## config.mk

```make
export PLATFORM = sky130hd
export DESIGN_NAME = asram_host
export DESIGN_NICKNAME = d
export VERILOG_FILES = /design/src/shared/asram_pkg.sv /design/src/hw/asram_host.sv /design/src/hw/asram_timer.sv
export SDC_FILE = /design/constraint.sdc
export NUM_CORES = 1
export LEC_CHECK = 0
export BUFFER_PORTS_ARGS = -buffer_cell sky130_fd_sc_hd__buf_2
export CORE_MARGIN = 3
export CORE_UTILIZATION = 53
export CTS_CLUSTER_DIAMETER = 50
export DETAILED_ROUTE_END_ITERATION = 8
export GPL_TIMING_DRIVEN = 0
export PLACE_DENSITY = 0.82
export SLEW_MARGIN = 20
export SYNTH_ARGS = -nofsm -noshare
export SYNTH_HDL_FRONTEND = slang
export SYNTH_HIERARCHICAL = 1
export SYNTH_SLANG_ARGS = --single-unit
```

## constraint.sdc

```tcl
create_clock -name i_clk -period 4.52 [get_ports i_clk]
set_input_delay 0.678 -clock i_clk [delete_from_list [all_inputs] [get_ports i_clk]]
set_output_delay 0.678 -clock i_clk [all_outputs]
set_load 0.03 [all_outputs]
```

## src/shared/asram_pkg.sv

```systemverilog
/*
 * Package for the asynchronous static memory host controller: pin bundle,
 * request bundle, timing figures of the fastest grade and derived cycle counts.
 * Assumes a 200 MHz system clock and a halfword memory with common data lines.
 */
// Summary of operation
// Lower lane off writes upper byte only
// Write needs select, write and lane enables
// Write starts at later falling select/write edge
// Write ends at first rising select/write edge
// Select low at least 6 ns to end
// Address valid 1.5 ns before write start
// Address valid 6 ns before write end
// Address held 1.5 ns after write end
// Select falling with write keeps outputs off
// Read after write shows new address data
// Write enable stays high during reads
// Host never drives data during read mode
// Memory holds read data 3 ns after address
// Memory releases data 4 ns after write
// Memory turn-off beats turn-on, no overlap
// Lane enables used only in halfword mode
// Output enable low needs 8 ns write pulse
// Select high before retention, 0 ns set-up
// Memory powers down 8 ns after deselect
// Timing minimums counted in cycles, rounded up
package asram_pkg;

    // ************************************************************
    // Widths
    // ************************************************************
    localparam int ASRAM_AW = 21;                   // Address width, covers both organisations
    localparam int ASRAM_DW = 16;                   // Data width, halfword organisation
    localparam int ASRAM_BW = 8;                    // Byte width

    // ************************************************************
    // Timing figures in picoseconds, fastest grade
    // ************************************************************
    localparam int ASRAM_CLK_PS            = 5000;  // 200 MHz clock period
    localparam int ASRAM_ADDR_SETUP_PS     = 1500;  // addr_setup_to_write
    localparam int ASRAM_WRITE_PULSE_PS    = 6000;  // Pulse with output enable high
    localparam int ASRAM_WRITE_PULSE_OE_PS = 8000;  // write_pulse_oe_low
    localparam int ASRAM_WRITE_RECOV_PS    = 1500;  // write_recovery
    localparam int ASRAM_READ_CYCLE_PS     = 8000;  // Read cycle and access time
    localparam int ASRAM_OUT_OFF_PS        = 4000;  // write_to_output_off, turn-around
    localparam int ASRAM_RETAIN_SETUP_PS   = 0;     // Retention set-up

    // Round a least time up to whole cycles, never under one
    function automatic int asram_cyc(input int ps);
        int c;
        c = (ps + ASRAM_CLK_PS - 1) / ASRAM_CLK_PS;
        return (c < 1) ? 1 : c;
    endfunction

    localparam int CW = 4;                          // Counter width
    localparam logic [CW-1:0] ASRAM_AS_CYC  = CW'(asram_cyc(ASRAM_ADDR_SETUP_PS));
    localparam logic [CW-1:0] ASRAM_WP_CYC  = CW'(asram_cyc(ASRAM_WRITE_PULSE_PS));
    localparam logic [CW-1:0] ASRAM_WP1_CYC = CW'(asram_cyc(ASRAM_WRITE_PULSE_OE_PS));
    localparam logic [CW-1:0] ASRAM_WR_CYC  = CW'(asram_cyc(ASRAM_WRITE_RECOV_PS));
    localparam logic [CW-1:0] ASRAM_RD_CYC  = CW'(asram_cyc(ASRAM_READ_CYCLE_PS));
    localparam logic [CW-1:0] ASRAM_TA_CYC  = CW'(asram_cyc(ASRAM_OUT_OFF_PS));
    localparam logic [CW-1:0] ASRAM_DR_CYC  = CW'(asram_cyc(ASRAM_RETAIN_SETUP_PS));

    // ************************************************************
    // Bundles
    // ************************************************************
    typedef struct packed {
        logic                wr;                    // 1 write, 0 read
        logic [ASRAM_AW-1:0] addr;                  // Word or byte address
        logic [ASRAM_DW-1:0] wdata;                 // Write data
        logic [1:0]          lanes;                 // Lane select, active high, [1] upper
    } asram_req_s;

    typedef struct packed {
        logic                chip_select_n;
        logic                write_enable_n;
        logic                output_enable_n;
        logic                upper_lane_enable_n;
        logic                lower_lane_enable_n;
        logic [ASRAM_AW-1:0] addr;
    } asram_pins_s;

endpackage : asram_pkg

```

## src/hw/asram_host.sv

```systemverilog
/*
 * Host controller for an asynchronous static memory with common data lines.
 * Takes one read or write request at a time, sequences the pins with counted
 * minimum times, and can park the memory deselected for data retention.
 * Assumes the memory pins are resolved outside from the data output enable.
 */
`timescale 1ns/1ps
module asram_host
    import asram_pkg::*;
(
    // Clock and reset
    input  wire logic                i_clk,
    input  wire logic                i_rst,
    // Configuration
    input  wire logic                i_halfword,     // 1 halfword organisation
    input  wire logic                i_oe_in_write,  // Hold output enable low during the write pulse
    // Request
    input  wire logic                i_req_valid,
    input  wire asram_req_s          i_req,
    output logic                     o_req_ready,
    // Answer
    output logic                     o_rsp_valid,
    output logic [ASRAM_DW-1:0]      o_rsp_rdata,
    // Retention
    input  wire logic                i_retain_req,   // Ask to enter retention
    output logic                     o_retain_ok,    // Supply may be lowered
    // Memory pins
    output asram_pins_s              o_pins,
    input  wire logic [ASRAM_DW-1:0] i_dq,
    output logic [ASRAM_DW-1:0]      o_dq,
    output logic                     o_dq_oe_n       // Low while host drives data
);

    // ************************************************************
    // Declarations
    // ************************************************************
    typedef enum logic [2:0] {
        ST_IDLE, ST_SETUP, ST_PULSE, ST_RECOV, ST_READ, ST_TURN, ST_RETAIN
    } asram_state_e;

    asram_state_e        st_q, st_d;               // Sequencer state
    asram_pins_s         pins_q, pins_d;           // Registered pins
    logic [ASRAM_DW-1:0] dq_q, dq_d;               // Write data
    logic                dq_oe_n_q, dq_oe_n_d;     // Data drive, active low
    logic [ASRAM_DW-1:0] rdata_q, rdata_d;         // Read result
    logic                rsp_q, rsp_d;             // Answer pulse
    logic                tload;                    // Timer load
    logic [CW-1:0]       tcount;                   // Timer value
    logic                tdone;                    // Timer elapsed
    logic [ASRAM_DW-1:0] dq_s1_q, dq_s2_q;         // Data synchroniser
    logic [1:0]          lanes_n;                  // Lane enables to drive
    localparam logic [CW-1:0] RD_SYNC_CYC = CW'(2); // Read data synchroniser depth

    // ************************************************************
    // Phase timer
    // ************************************************************
    asram_timer u_timer (
        .i_clk   (i_clk),
        .i_rst   (i_rst),
        .i_load  (tload),
        .i_count (tcount),
        .o_done  (tdone)
    );

    // Lanes only in halfword mode, otherwise both held active
    assign lanes_n = i_halfword ? ~i_req.lanes : 2'b00;

    // ************************************************************
    // Sequencer next state
    // ************************************************************
    always_comb begin
        st_d      = st_q;
        pins_d    = pins_q;
        dq_d      = dq_q;
        dq_oe_n_d = dq_oe_n_q;
        rdata_d   = rdata_q;
        rsp_d     = 1'b0;
        tload     = 1'b0;
        tcount    = ASRAM_AS_CYC;
        case (st_q)
            ST_IDLE: begin
                if (i_retain_req) begin
                    // Deselect before supply drops
                    pins_d.chip_select_n = 1'b1;
                    tload                = 1'b1;
                    tcount               = ASRAM_DR_CYC;
                    st_d                 = ST_RETAIN;
                end else if (i_req_valid && i_req.wr) begin
                    // Address, select, lanes and data first; write enable later
                    pins_d.addr                = i_req.addr;
                    pins_d.chip_select_n       = 1'b0;
                    pins_d.output_enable_n     = 1'b1;   // Lowered with the strobe
                    pins_d.upper_lane_enable_n = lanes_n[1];
                    pins_d.lower_lane_enable_n = lanes_n[0];
                    dq_d                       = i_req.wdata;
                    // Masked lane simply carries don't-care data
                    dq_oe_n_d                  = 1'b0;
                    tload                      = 1'b1;
                    tcount                     = ASRAM_AS_CYC;
                    st_d                       = ST_SETUP;
                end else if (i_req_valid) begin
                    // Read: write enable stays high throughout
                    pins_d.addr                = i_req.addr;
                    pins_d.chip_select_n       = 1'b0;
                    pins_d.output_enable_n     = 1'b0;
                    pins_d.write_enable_n      = 1'b1;
                    pins_d.upper_lane_enable_n = lanes_n[1];
                    pins_d.lower_lane_enable_n = lanes_n[0];
                    dq_oe_n_d                  = 1'b1;
                    tload                      = 1'b1;
                    // Access time plus synchroniser stages before the sample
                    tcount                     = ASRAM_RD_CYC + RD_SYNC_CYC;
                    st_d                       = ST_READ;
                end
            end
            ST_SETUP: begin
                if (tdone) begin
                    // Write starts at the later falling edge: write enable
                    pins_d.write_enable_n = 1'b0;
                    tload                 = 1'b1;
                    // Output enable falls with the strobe, so the memory never drives
                    // against host data; pulse then from the 8 ns figure, 2 cycles as with output enable high
                    pins_d.output_enable_n = !i_oe_in_write;
                    tcount = i_oe_in_write ? ASRAM_WP1_CYC : ASRAM_WP_CYC;
                    st_d   = ST_PULSE;
                end
            end
            ST_PULSE: begin
                if (tdone) begin
                    // Write ends on write enable rising; select and address held
                    // through the pulse cover select and address-to-end times
                    pins_d.write_enable_n = 1'b1;
                    // Output enable rises with the strobe: no read mode while data driven
                    pins_d.output_enable_n = 1'b1;
                    tload                 = 1'b1;
                    tcount                = ASRAM_WR_CYC;
                    st_d                  = ST_RECOV;
                end
            end
            ST_RECOV: begin
                if (tdone) begin
                    // Address held past end of write
                    pins_d.chip_select_n       = 1'b1;
                    pins_d.output_enable_n     = 1'b1;
                    pins_d.upper_lane_enable_n = 1'b1;
                    pins_d.lower_lane_enable_n = 1'b1;
                    dq_oe_n_d                  = 1'b1;
                    rsp_d                      = 1'b1;
                    st_d                       = ST_IDLE;
                end
            end
            ST_READ: begin
                if (tdone) begin
                    // Sample synchronised data, then release output enable
                    rdata_d                = dq_s2_q;
                    rsp_d                  = 1'b1;
                    pins_d.chip_select_n   = 1'b1;
                    pins_d.output_enable_n = 1'b1;
                    tload                  = 1'b1;
                    tcount                 = ASRAM_TA_CYC;
                    st_d                   = ST_TURN;
                end
            end
            ST_TURN: begin
                // Let memory drivers turn off before host may drive
                if (tdone) begin
                    pins_d.upper_lane_enable_n = 1'b1;
                    pins_d.lower_lane_enable_n = 1'b1;
                    st_d                       = ST_IDLE;
                end
            end
            ST_RETAIN: begin
                // Stay deselected while retention is asked
                if (!i_retain_req) begin
                    st_d = ST_IDLE;
                end
            end
            default: begin
                st_d = ST_IDLE;
            end
        endcase
    end

    // ************************************************************
    // Registers
    // ************************************************************
    always_ff @(posedge i_clk) begin
        if (i_rst) begin
            st_q      <= ST_IDLE;
            pins_q    <= '{chip_select_n: 1'b1, write_enable_n: 1'b1,
                           output_enable_n: 1'b1, upper_lane_enable_n: 1'b1,
                           lower_lane_enable_n: 1'b1, addr: '0};
            dq_q      <= '0;
            dq_oe_n_q <= 1'b1;
            rdata_q   <= '0;
            rsp_q     <= 1'b0;
        end else begin
            st_q      <= st_d;
            pins_q    <= pins_d;
            dq_q      <= dq_d;
            dq_oe_n_q <= dq_oe_n_d;
            rdata_q   <= rdata_d;
            rsp_q     <= rsp_d;
        end
    end

    // Two-stage synchroniser on the data pins
    always_ff @(posedge i_clk) begin
        if (i_rst) begin
            dq_s1_q <= '0;
            dq_s2_q <= '0;
        end else begin
            dq_s1_q <= i_dq;
            dq_s2_q <= dq_s1_q;
        end
    end

    // ************************************************************
    // Outputs
    // ************************************************************
    assign o_pins      = pins_q;
    assign o_dq        = dq_q;
    assign o_dq_oe_n   = dq_oe_n_q;
    assign o_rsp_valid = rsp_q;
    assign o_rsp_rdata = rdata_q;
    assign o_req_ready = (st_q == ST_IDLE) && !i_retain_req;
    assign o_retain_ok = (st_q == ST_RETAIN) && tdone;

endmodule // asram_host

```

## src/hw/asram_timer.sv

```systemverilog
/*
 * Down-counter that times one phase of a memory access.
 * Assumes a load pulse from the sequencer on the same clock.
 */
`timescale 1ns/1ps
module asram_timer
    import asram_pkg::*;
(
    // Clock and reset
    input  wire logic          i_clk,
    input  wire logic          i_rst,
    // Control
    input  wire logic          i_load,
    input  wire logic [CW-1:0] i_count,
    // Status
    output logic               o_done
);

    logic [CW-1:0] cnt_q;                           // Remaining cycles
    logic [CW-1:0] cnt_d;                           // Next count

    // ************************************************************
    // Next count
    // ************************************************************
    always_comb begin
        if (i_load) begin
            cnt_d = i_count - CW'(1);              // Load cycle counts as the first
        end else if (cnt_q != '0) begin
            cnt_d = cnt_q - CW'(1);
        end else begin
            cnt_d = cnt_q;
        end
    end

    // Register
    always_ff @(posedge i_clk) begin
        if (i_rst) begin
            cnt_q <= '0;
        end else begin
            cnt_q <= cnt_d;
        end
    end

    // Phase elapsed; depends on the count only, so a load made on done is no loop
    assign o_done = (cnt_q == '0);

endmodule // asram_timer

```

==> results of run 1 <==
==> through the flow <==
step                utilization, %  cell area, µm²  hold slack, ns  setup WS [ns]  instances
floorplan                        -            3695          0.4138          2.104        420
global placement             67.32            4397          0.4163          1.749        618
detailed placement           67.32            4397          0.4246          1.673        618
CTS                          71.03            4639          0.4389          1.637        634
global route                 71.03            4639          0.4679          1.411        634
finish                       71.03            4639          0.4415          1.641        634
==> area by class of cell <==
class                   instances  share of cell area [%]
repair buffers                121                   13.05
clock buffers                   9                   2.670
well taps                      77                   2.077
flip-flops and latches         99                   42.72
plain buffers                  31                   3.749
multi-input cells             285                   32.77
inverters                       5                  0.4045
clock inverters                 7                   2.562
==> path summary, 6_finish.rpt <==
| path | depth (start not counted) | startpoint | to | slack [ns] |
|---|---|---|---|---|
| min reg2reg | 2 | dq_s2_q[14]$_SDFF_PP0_ | o_rsp_rdata[14]$_SDFFE_PP0P_ | 0.44 |
| max | 10 | u_timer/cnt_q[1]$_SDFFE_PP0P_ | u_timer/cnt_q[2]$_SDFFE_PP0P_ | 1.64 |
| min | 2 | dq_s2_q[14]$_SDFF_PP0_ | o_rsp_rdata[14]$_SDFFE_PP0P_ | 0.44 |
| max reg2reg | 10 | u_timer/cnt_q[1]$_SDFFE_PP0P_ | u_timer/cnt_q[2]$_SDFFE_PP0P_ | 1.64 |
==> cells in the mapped netlist, types with 2 or more instances <==
cell	instances
dfxtp_1	99
nor2b_1	34
nand2_1	114
o21a_1	2
a21oi_1	59
o31a_1	3
o2111a_1	2
buf_6	5
buf_2	6
o21ai_0	7
nor4_4	2
nor2_1	15
buf_4	3
o211ai_1	3
nor3b_1	2
clkbuf_1	15
xor2_1	3
mux2i_1	5
inv_1	5
nand3_1	3
and3_1	2
nor3_1	5
==> sequential cells by signal (all words and copies together) (netlist names) <==
register       flops
u_timer/cnt_q      4
o_dq              16
dq_s1_q           16
o_rsp_rdata       16
o_pins            26
o_rsp_valid        1
o_dq_oe_n          1
st_q               3
dq_s2_q           16
==> power by group through the flow <==
stage / sequential [W] / clock, W / combinational (W)
2_1_floorplan: 0.00114 / 0 / 0.000498
3_3_place_gp: 0.00103 / 0 / 0.000781
3_5_place_dp: 0.00104 / 0 / 0.000800
4_1_cts: 0.00102 / 0.000679 / 0.000804
5_1_grt: 0.00103 / 0.000722 / 0.000881
6_report: 0.00102 / 0.000668 / 0.000803
==> per-layer routing <==
metal  up-vias  global-route usage, %
li1       1644                      -
met2       132                  38.31
met4         0                  7.307
met3         8                  4.885
met1      1474                  27.78
met5         -                      0
==> worst max-delay path, delay by kind of cell (launching register included) <==
kind | cells | cell delay [ns]
adders and majority gates | 1 | 0.20
xor gates and xnor gates | 1 | 0.14
DFF | 1 | 0.37
buffers and inverters | 3 | 0.95
muxes | 1 | 0.26
AOI/OAI and AO/OA | 1 | 0.14
and+or+nand+nor | 3 | 0.73
==> logic make-up after synthesis <==
logic type / after synthesis / share of synthesized area, %
XOR/XNOR: 3 / 0.7120
AND/OR/NAND/NOR: 185 / 23.90
AO/OA/AOI/OAI: 89 / 14.68
adder cells (fa/ha/maj): 1 / 0.3389
other: 1 / 0.1016
buffers and inverters: 36 / 5.220
flip-flops: 99 / 53.69
multiplexers: 5 / 1.356
==> results.md, run 1 <==
* Core box area at 0.006531 mm²
* Fin. Hold Viols at 0
* Synth top area share at 53.69%
* Psw at 0.0009012 W
* Skew-Pair Late Insertion Delay at 0.37 ns
* Synth Flop Type: dfxtp_1
* Total Routing Usage GR at 22.31%
* Switch share at 36.20%
* Share of cells above drive strength 1 at 29.08%
* Filler cell count at 521
* Hold WC Path Type: reg -> reg
* Multi-input gate area at 0.001520 mm²
* Port buffer count at 121
* H-tree depth reported by CTS at 3
* Most used cell, CP: clkbuf_1
* Post-CTS Setup Bufs at 0
* Internal Power at 0.001588 W
* Total grt overflow at 0
* Synthesized area at 0.003691 mm²
* Worst-margin pin slew at 0.5166 ns
* Required @ worst endpoint at 4.79 ns
* Status: completed
* Vias per std cell at 5.139
* Initial antenna violation count at 0
* Total power at 0.002489 W
* Synth Register Bits at 99
* Worst Clk Skew at 0.008143 ns
* TNS Setup at 0 ns
* Crit-path cells: nor4_4 -> clkbuf_1 -> nand3_1 -> clkbuf_1 -> o31ai_1 -> clkbuf_2 -> mux2i_1 -> ha_1 -> xor2_1 -> nor2_1
* Worst VDD drop at 0.0002547 V
* Commonest non-fill, non-tap cell in the layout: buf_2
* Chip width at 89.45 µm
* P&R area growth vs syn at 25.69%
* Final setup fails at 0
* Pwr dens at 536.5 mW/mm²
* Number of global-route vias before repair at 2969
* Via count at 3258
* # diodes at 0
* Final WL at 8715 µm
* CTS sink count at 99
* Met2 routed WL at 4159 µm
* Boundary Pins at 124
* Most frequent cells in the layout: buf_2, nand2_1, dfxtp_1
* Largest net degree at the start of global routing at 20
* M1 wire length at 3823 µm
* Post-CTS Hold Buffers at 0
* Die H at 89.45 µm
* Arr. time, crit path at 3.15 ns
* Clock power share at 26.8%
* Final Critical Period at 2.879 ns
* Detail Route Antenna Nets at 0
* Syn Area/Cell at 8.809 µm²
* Drt first pass iters at 4
* Asr flop ratio synth at 0%
* Cells after Synth at 419
* TritonCTS clock tree: yes
* Clock root cell: clkbuf_8
* Pins over their slew limit at 0
* RSZ-0062 raised after global routing: no
* DR WL met3 at 621 µm
* Clock Pin Slew Worst Setup and Hold Paths at 0.10 ns
* Logic gate share of total power at 32.3%
* Reg area at 0.001982 mm²
* Synthesis Warnings at 6
* Fin crit share at 63.70%
* Number of synthesized flops with an enable pin at 0
* CP max stage delay at 0.39 ns
* Highest routed layer: met4
* Max-Cap Viols at 0
* Distinct cells, synth at 47
* CP Launch Type: register
* Kind of critical path: reg -> reg
* Nets at 615
* Wirelength per Cell at 13.75 µm
* Synth area leaders: dfxtp_1, nand2_1, a21oi_1
* Die ar. at 0.008001 mm²
* Leakage power at 2.054 nW
* Starting Density at 56.51%
* Sequential group share of total power at 40.9%
* DP Wirelength at 6475 µm
* CP max FO at 10
* Residual DRC count at 0
* Worst Setup End Kind: register
* Number of core rows at 29
* Clock Path Buffers at 2
* Relative slew slack at 65.56%
* Top achievable clock speed at 0.3473 GHz
* Post-CTS sizing at 0
* Slowest library cell on the worst path: clkbuf_1
* Leading area contributor after synthesis: dfxtp_1
* Number of DRC markers in iteration 0 at 152
* Total CTS buffers at 9
* Share of the yosys chip area belonging to registers at 53.69%
* Global-route wire length before repair at 13790 µm
* Placer congestion estimate at 0.8519
No activity file was read; power rests on OpenSTA's default activity.
==> run 2: changes to the inputs <==
--- a/config.mk
+++ b/config.mk
@@ -7,11 +7,11 @@
 export LEC_CHECK = 0
 export BUFFER_PORTS_ARGS = -buffer_cell sky130_fd_sc_hd__buf_2
 export CORE_MARGIN = 3
-export CORE_UTILIZATION = 53
+export CORE_UTILIZATION = 50
 export CTS_CLUSTER_DIAMETER = 50
 export DETAILED_ROUTE_END_ITERATION = 8
 export GPL_TIMING_DRIVEN = 0
-export PLACE_DENSITY = 0.82
+export PLACE_DENSITY = 0.78
 export SLEW_MARGIN = 20
 export SYNTH_ARGS = -nofsm -noshare
 export SYNTH_HDL_FRONTEND = slang
==> constraint.sdc (replaced) <==
create_clock -name i_clk -period 2.7 [get_ports i_clk]
set_input_delay 0.405 -clock i_clk [delete_from_list [all_inputs] [get_ports i_clk]]
set_output_delay 0.405 -clock i_clk [all_outputs]
set_load 0.03 [all_outputs]
==> run 2 against run 1 <==
  * Clock-buffer cell count stayed put
  * Final cell count increased by 3.0%
  * Wire length decreased by 1.3%
  * Worst hold slack got worse by 0.20 ns
  * Register-to-register slack lost 1.5 ns
  * Critical path type unchanged
  * Critical endpoint unchanged
  * Largest cell class unchanged
==> results.md, run 2 (synthesis gave the netlist of run 1 again) <==
* Reg2reg setup slack at 0.17 ns
* Final std cells w/o fill at 653
* Top achievable clock speed at 0.3949 GHz
* Total Routing Usage GR at 20.03%
* Fin crit share at 93.79%
* Placed instance count at 637
* Leakage power at 2.043 nW
* Boundary Pins at 124
* Post-CTS Setup Bufs at 0
* # diodes at 0
* Total grt overflow at 0
* Residual DRC count at 0
* Post-CTS sizing at 2
* Drt first pass iters at 4
* Die H at 91.92 µm
* Number of DRC markers in iteration 0 at 190
* CP max FO at 10
* H-tree depth reported by CTS at 3
* Clock root cell: clkbuf_8
* Final Critical Period at 2.532 ns
* Worst VDD drop at 0.0004906 V
* Fin area at 0.004653 mm²
* Starting Density at 52.87%
* Hold WC Path Type: in -> reg
* CTS sink count at 99
* Share of cells above drive strength 1 at 29.98%
* TNS Setup at 0 ns
* RR Startpoint: u_timer/cnt_q[1]$_SDFFE_PP0P_
* Number of core rows at 30
* Skew-Pair Late Insertion Delay at 0.36 ns
* Fin. Hold Viols at 0
* Largest register FFs at 26
* Status: completed
* Vias per std cell at 4.979
* Required @ worst endpoint at 2.94 ns
* Die ar. at 0.008449 mm²
* Worst Setup End Kind: register
* Chip width at 91.92 µm
* Core box area at 0.006982 mm²
* Wirelength per Cell at 13.17 µm
* Pins over their slew limit at 0
* Max-Cap Viols at 0
* Reg2reg end: u_timer/cnt_q[2]$_SDFFE_PP0P_
* Clock Path Buffers at 2
* Hold path depth at 2
* Worst Clk Skew at 0.02072 ns
* Commonest non-fill, non-tap cell in the layout: buf_2
* DP Wirelength at 6418 µm
* Largest net degree at the start of global routing at 22
* Min Hold Slack at 0.2412 ns
* Number of global-route vias before repair at 2916
* Kind of critical path: reg -> reg
* Post-CTS Hold Buffers at 0
* CP Launch Type: register
* Placer congestion estimate at 0.9008
* Placed inst area at 0.004420 mm²
* Via count at 3251
* Port buffer count at 121
* Global-route wire length before repair at 13590 µm
* Total CTS buffers at 9
* Pwr dens at 869.1 mW/mm²
* Most frequent cells in the layout: buf_2, nand2_1, dfxtp_1
* TritonCTS clock tree: yes
* Hold Path Origin: i_dq[5]
* Arr. time, crit path at 2.78 ns
* Final WL at 8599 µm
* Nets at 615
* P&R area growth vs syn at 26.07%
* RSZ-0062 raised after global routing: no
* Relative slew slack at 62.73%
* Worst-margin pin slew at 0.5590 ns
* Final setup fails at 0
* Initial antenna violation count at 0
* Clock Pin Slew Worst Setup and Hold Paths at 0.11 ns
* Reg2Reg Depth at 10
* Hold Path End: dq_s1_q[5]$_SDFF_PP0_
* Detail Route Antenna Nets at 0
## run 2: how the worst max path moves through the flow
| stage | endpoint | start | slack, ns |
|---|---|---|---|
| 6_report | u_timer/cnt_q[2]$_SDFFE_PP0P_ | u_timer/cnt_q[1]$_SDFFE_PP0P_ | 0.17 |
| 5_1_grt | u_timer/cnt_q[2]$_SDFFE_PP0P_ | st_q[1]$_SDFFE_PP0P_ | 0.007 |
| 4_1_cts | u_timer/cnt_q[2]$_SDFFE_PP0P_ | u_timer/cnt_q[1]$_SDFFE_PP0P_ | 0.03 |
| 3_5_place_dp | u_timer/cnt_q[2]$_SDFFE_PP0P_ | u_timer/cnt_q[1]$_SDFFE_PP0P_ | -0.16 |
| 3_3_place_gp | u_timer/cnt_q[2]$_SDFFE_PP0P_ | u_timer/cnt_q[1]$_SDFFE_PP0P_ | -0.08 |
| 2_1_floorplan | u_timer/cnt_q[2]$_SDFFE_PP0P_ | u_timer/cnt_q[1]$_SDFFE_PP0P_ | 0.41 |
## run 2: layout make-up
type	instances	area, µm²
plain buffers	31	181.4
clock inverters	7	91.34
inverters	5	18.77
well taps	96	120.1
multi-input cells	285	1530
fillers	593	2328
repair buffers	121	605.6
clock buffers	9	123.9
flip-flops and latches	99	1982
## run 2: critical path, stage by stage, from the launching register on
cell,delay (ns)
dfxtp_1,0.35
nor4_4,0.32
clkbuf_4,0.27
nand3_2,0.19
buf_2,0.26
o31ai_1,0.09
clkbuf_2,0.22
mux2i_1,0.27
ha_1,0.23
xor2_1,0.17
nor2_1,0.05
## run 2: routing by layer
| metal | wire length [µm] | part of all wire [%] | vias up | track usage, % |
|---|---|---|---|---|
| li1 | - | - | 1646 | - |
| met1 | 3864 | 45 | 1458 | 25.62 |
| met2 | 3965 | 46 | 136 | 33.64 |
| met3 | 654 | 7.6 | 11 | 3.938 |
| met4 | 114 | 1.3 | 0 | 7.178 |
| met5 | 0 | 0 | - | 0 |
## run 2: power by group
group          leakage (nW)  switching (W)  total, W  internal (W)
Sequential            0.809      0.0000915   0.00170       0.00161
Combinational          1.13       0.000872   0.00139      0.000517
Clock                 0.106       0.000577  0.000953      0.000376
Total                  2.04        0.00154   0.00404       0.00250
## run 2: stage by stage
stage	setup slack [ns]	power [W]	utilization [%]
floorplan	0.4060	0.002736	-
global placement	-0.08396	0.003045	63.32
detailed placement	-0.1597	0.003084	63.32
CTS	0.02906	0.004040	66.43
global route	0.006711	0.004276	66.65
finish	0.1677	0.004044	66.65
==> run 3: changes to the inputs <==
--- a/config.mk
+++ b/config.mk
@@ -7,7 +7,7 @@
 export LEC_CHECK = 0
 export BUFFER_PORTS_ARGS = -buffer_cell sky130_fd_sc_hd__buf_2
 export CORE_MARGIN = 3
-export CORE_UTILIZATION = 50
+export CORE_UTILIZATION = 49
 export CTS_CLUSTER_DIAMETER = 50
 export DETAILED_ROUTE_END_ITERATION = 8
 export GPL_TIMING_DRIVEN = 0
@@ -15,5 +15,4 @@
 export SLEW_MARGIN = 20
 export SYNTH_ARGS = -nofsm -noshare
 export SYNTH_HDL_FRONTEND = slang
-export SYNTH_HIERARCHICAL = 1
 export SYNTH_SLANG_ARGS = --single-unit
==> constraint.sdc (replaced) <==
create_clock -name i_clk -period 2.7 [get_ports i_clk]
set_input_delay 0 -clock i_clk [delete_from_list [all_inputs] [get_ports i_clk]]
set_output_delay 0 -clock i_clk [all_outputs]
set_load 0.03 [all_outputs]
==> run 3 against run 2 <==
  * First-iteration DRC count increased by 1.1%
  * Worst hold slack worse by 0.23 ns
  * Largest cell class unchanged
  * Design area is 8.3% higher
==> results.md, run 3 <==
* Status: completed
* Wirelength per Cell at 14.59 µm
* Die ar. at 0.008298 mm²
* Drt first pass iters at 4
* Final Critical Period at 2.192 ns
* Pwr dens at 799.2 mW/mm²
* CP Launch Point: u_timer.cnt_q[3]$_SDFFE_PP0P_
* Synth area leaders: dfxtp_1, nand2_1, a21oi_1
* Fin crit share at 81.17%
* Global-route wire length before repair at 15960 µm
* Max-Cap Viols at 0
* TNS Setup at 0 ns
* Clock root cell: clkbuf_8
* Port buffer count at 122
* Total Routing Usage GR at 23.80%
* Via count at 3343
* Number of DRC markers in iteration 0 at 192
* Reg area at 0.001982 mm²
* Worst-margin pin slew at 1.053 ns
* Largest net degree at the start of global routing at 22
* Commonest non-fill, non-tap cell in the layout: buf_2
* Synthesis Warnings at 0
* CP Launch Type: register
* # diodes at 0
* Pre-CTS setup slack at 0.5770 ns
* Die H at 91.10 µm
* Syn Area/Cell at 9.265 µm²
* CP max FO at 7
* RSZ-0062 raised after global routing: no
* Clock Path Buffers at 2
* Asr flop ratio synth at 0%
* Core box area at 0.006907 mm²
* CTS sink count at 99
* Most frequent cells in the layout: buf_2, dfxtp_1, nand2_1
* Placer congestion estimate at 0.8959
* Hold Path Origin: i_halfword
* Worst VDD drop at 0.0003781 V
* Core Util, Final at 72.97%
* Share of the yosys chip area belonging to registers at 55.85%
* Required @ worst endpoint at 2.94 ns
* Filler cell count at 517
* Number of global-route vias before repair at 3387
* Synth top area share at 55.85%
* RR Startpoint: u_timer.cnt_q[3]$_SDFFE_PP0P_
* DP Wirelength at 6185 µm
* Fin area at 0.005040 mm²
* Distinct cells, synth at 44
* Clock Pin Slew Worst Setup and Hold Paths at 0.11 ns
* Hold WC Path Type: in -> reg
* Placed inst area at 0.004279 mm²
* TritonCTS clock tree: yes
* Initial antenna violation count at 0
* Synth cell count leaders: dfxtp_1, nand2_1, a21oi_1
* Boundary Pins at 124
* Skew-Pair Late Insertion Delay at 0.37 ns
* Total power at 0.004028 W
* Synthesized area at 0.003548 mm²
* Number of synthesized flops with an enable pin at 0
* Top-count cell post-synth: dfxtp_1
* Pins over their slew limit at 0
* Multi-input gate area at 0.001406 mm²
* Starting Density at 51.38%
* Synth Register Bits at 99
* P&R area growth vs syn at 42.03%
* Final WL at 9805 µm
* Chip width at 91.10 µm
* Residual DRC count at 0
* Syn nets at 446
* H-tree depth reported by CTS at 3
* Relative slew slack at 29.19%
* Fin. Hold Viols at 0
* Total grt overflow at 0
* Number of core rows at 30
* Total CTS buffers at 9
* Kind of critical path: reg -> reg
* Post-CTS Setup Bufs at 0
* Detail Route Antenna Nets at 0
* Post-CTS sizing at 0
* Setup WS post-layout at 0.5084 ns
* Cells after Synth at 383
* Worst Setup End Kind: register
* Largest register FFs at 26
* Leading area contributor after synthesis: dfxtp_1
* Nets at 634
* Top achievable clock speed at 0.4563 GHz
* Worst Clk Skew at 0.01723 ns
* Reg2reg setup slack at 0.51 ns
* Share of cells above drive strength 1 at 26.91%
* Synth Flop Type: dfxtp_1
* Vias per std cell at 4.975
* Final setup fails at 0
* Leakage power at 2.182 nW
* Post-CTS Hold Buffers at 55
* Arr. time, crit path at 2.43 ns
run 3: per-layer routing:
metal | GRT usage (%) | routed length (µm) | vias up
met4 | 10.30 | 187 | 0
met1 | 27.68 | 4006 | 1549
met5 | 0 | 0 | -
met3 | 6.131 | 664 | 18
met2 | 41.20 | 4947 | 124
li1 | - | - | 1652
run 3: final timing paths:
check                           depth (start not counted)                       endpoint
worst max-delay path                                    6  u_timer.cnt_q[2]$_SDFFE_PP0P_
worst min-delay path                                    3        o_pins[21]$_SDFFE_PP1P_
worst max register to register                          6  u_timer.cnt_q[2]$_SDFFE_PP0P_
worst min register to register                          1          dq_s2_q[5]$_SDFF_PP0_
run 3: final cells by class:
cell class              count  share of cell area (%)
clock buffers               9                   2.458
multi-input cells         254                   27.90
plain buffers              27                   2.954
inverters                   3                  0.2234
repair buffers            177                   23.04
well taps                  96                   2.383
clock inverters             7                   1.713
flip-flops and latches     99                   39.32
run 3: cells by family (layout without fill, tap and decap cells):
logic type	count (synthesis)	after routing	share of synthesized area [%]
buf+inv	30	223	4.513
fa+ha+maj	1	1	0.3526
compound gates	67	67	11.28
mux	16	16	4.513
flops	99	99	55.85
xor+xnor	2	2	0.4937
simple gates	168	168	22.99
run 3: per-stage QoR:
step | cells | hold slack [ns]
after floorplan | 383 | 0.07573
after global routing | 672 | 0.01667
after global placement | 601 | 0.2104
after detailed placement | 601 | 0.2162
final | 672 | 0.01336
after CTS | 672 | 0.002821
run 3: worst max-delay path: stages (launching register included):
cell,delay [ns]
dfxtp_1,0.34
nor4_1,0.90
and3_1,0.32
nor2_1,0.07
ha_1,0.19
nor3_1,0.18
nor3_1,0.06
run 3: where the power goes:
part	switching, W	internal, W
combinational	0.000823	0.000558
clock	0.000587	0.000380
sequential	0.0000757	0.00160
total	0.00149	0.00254
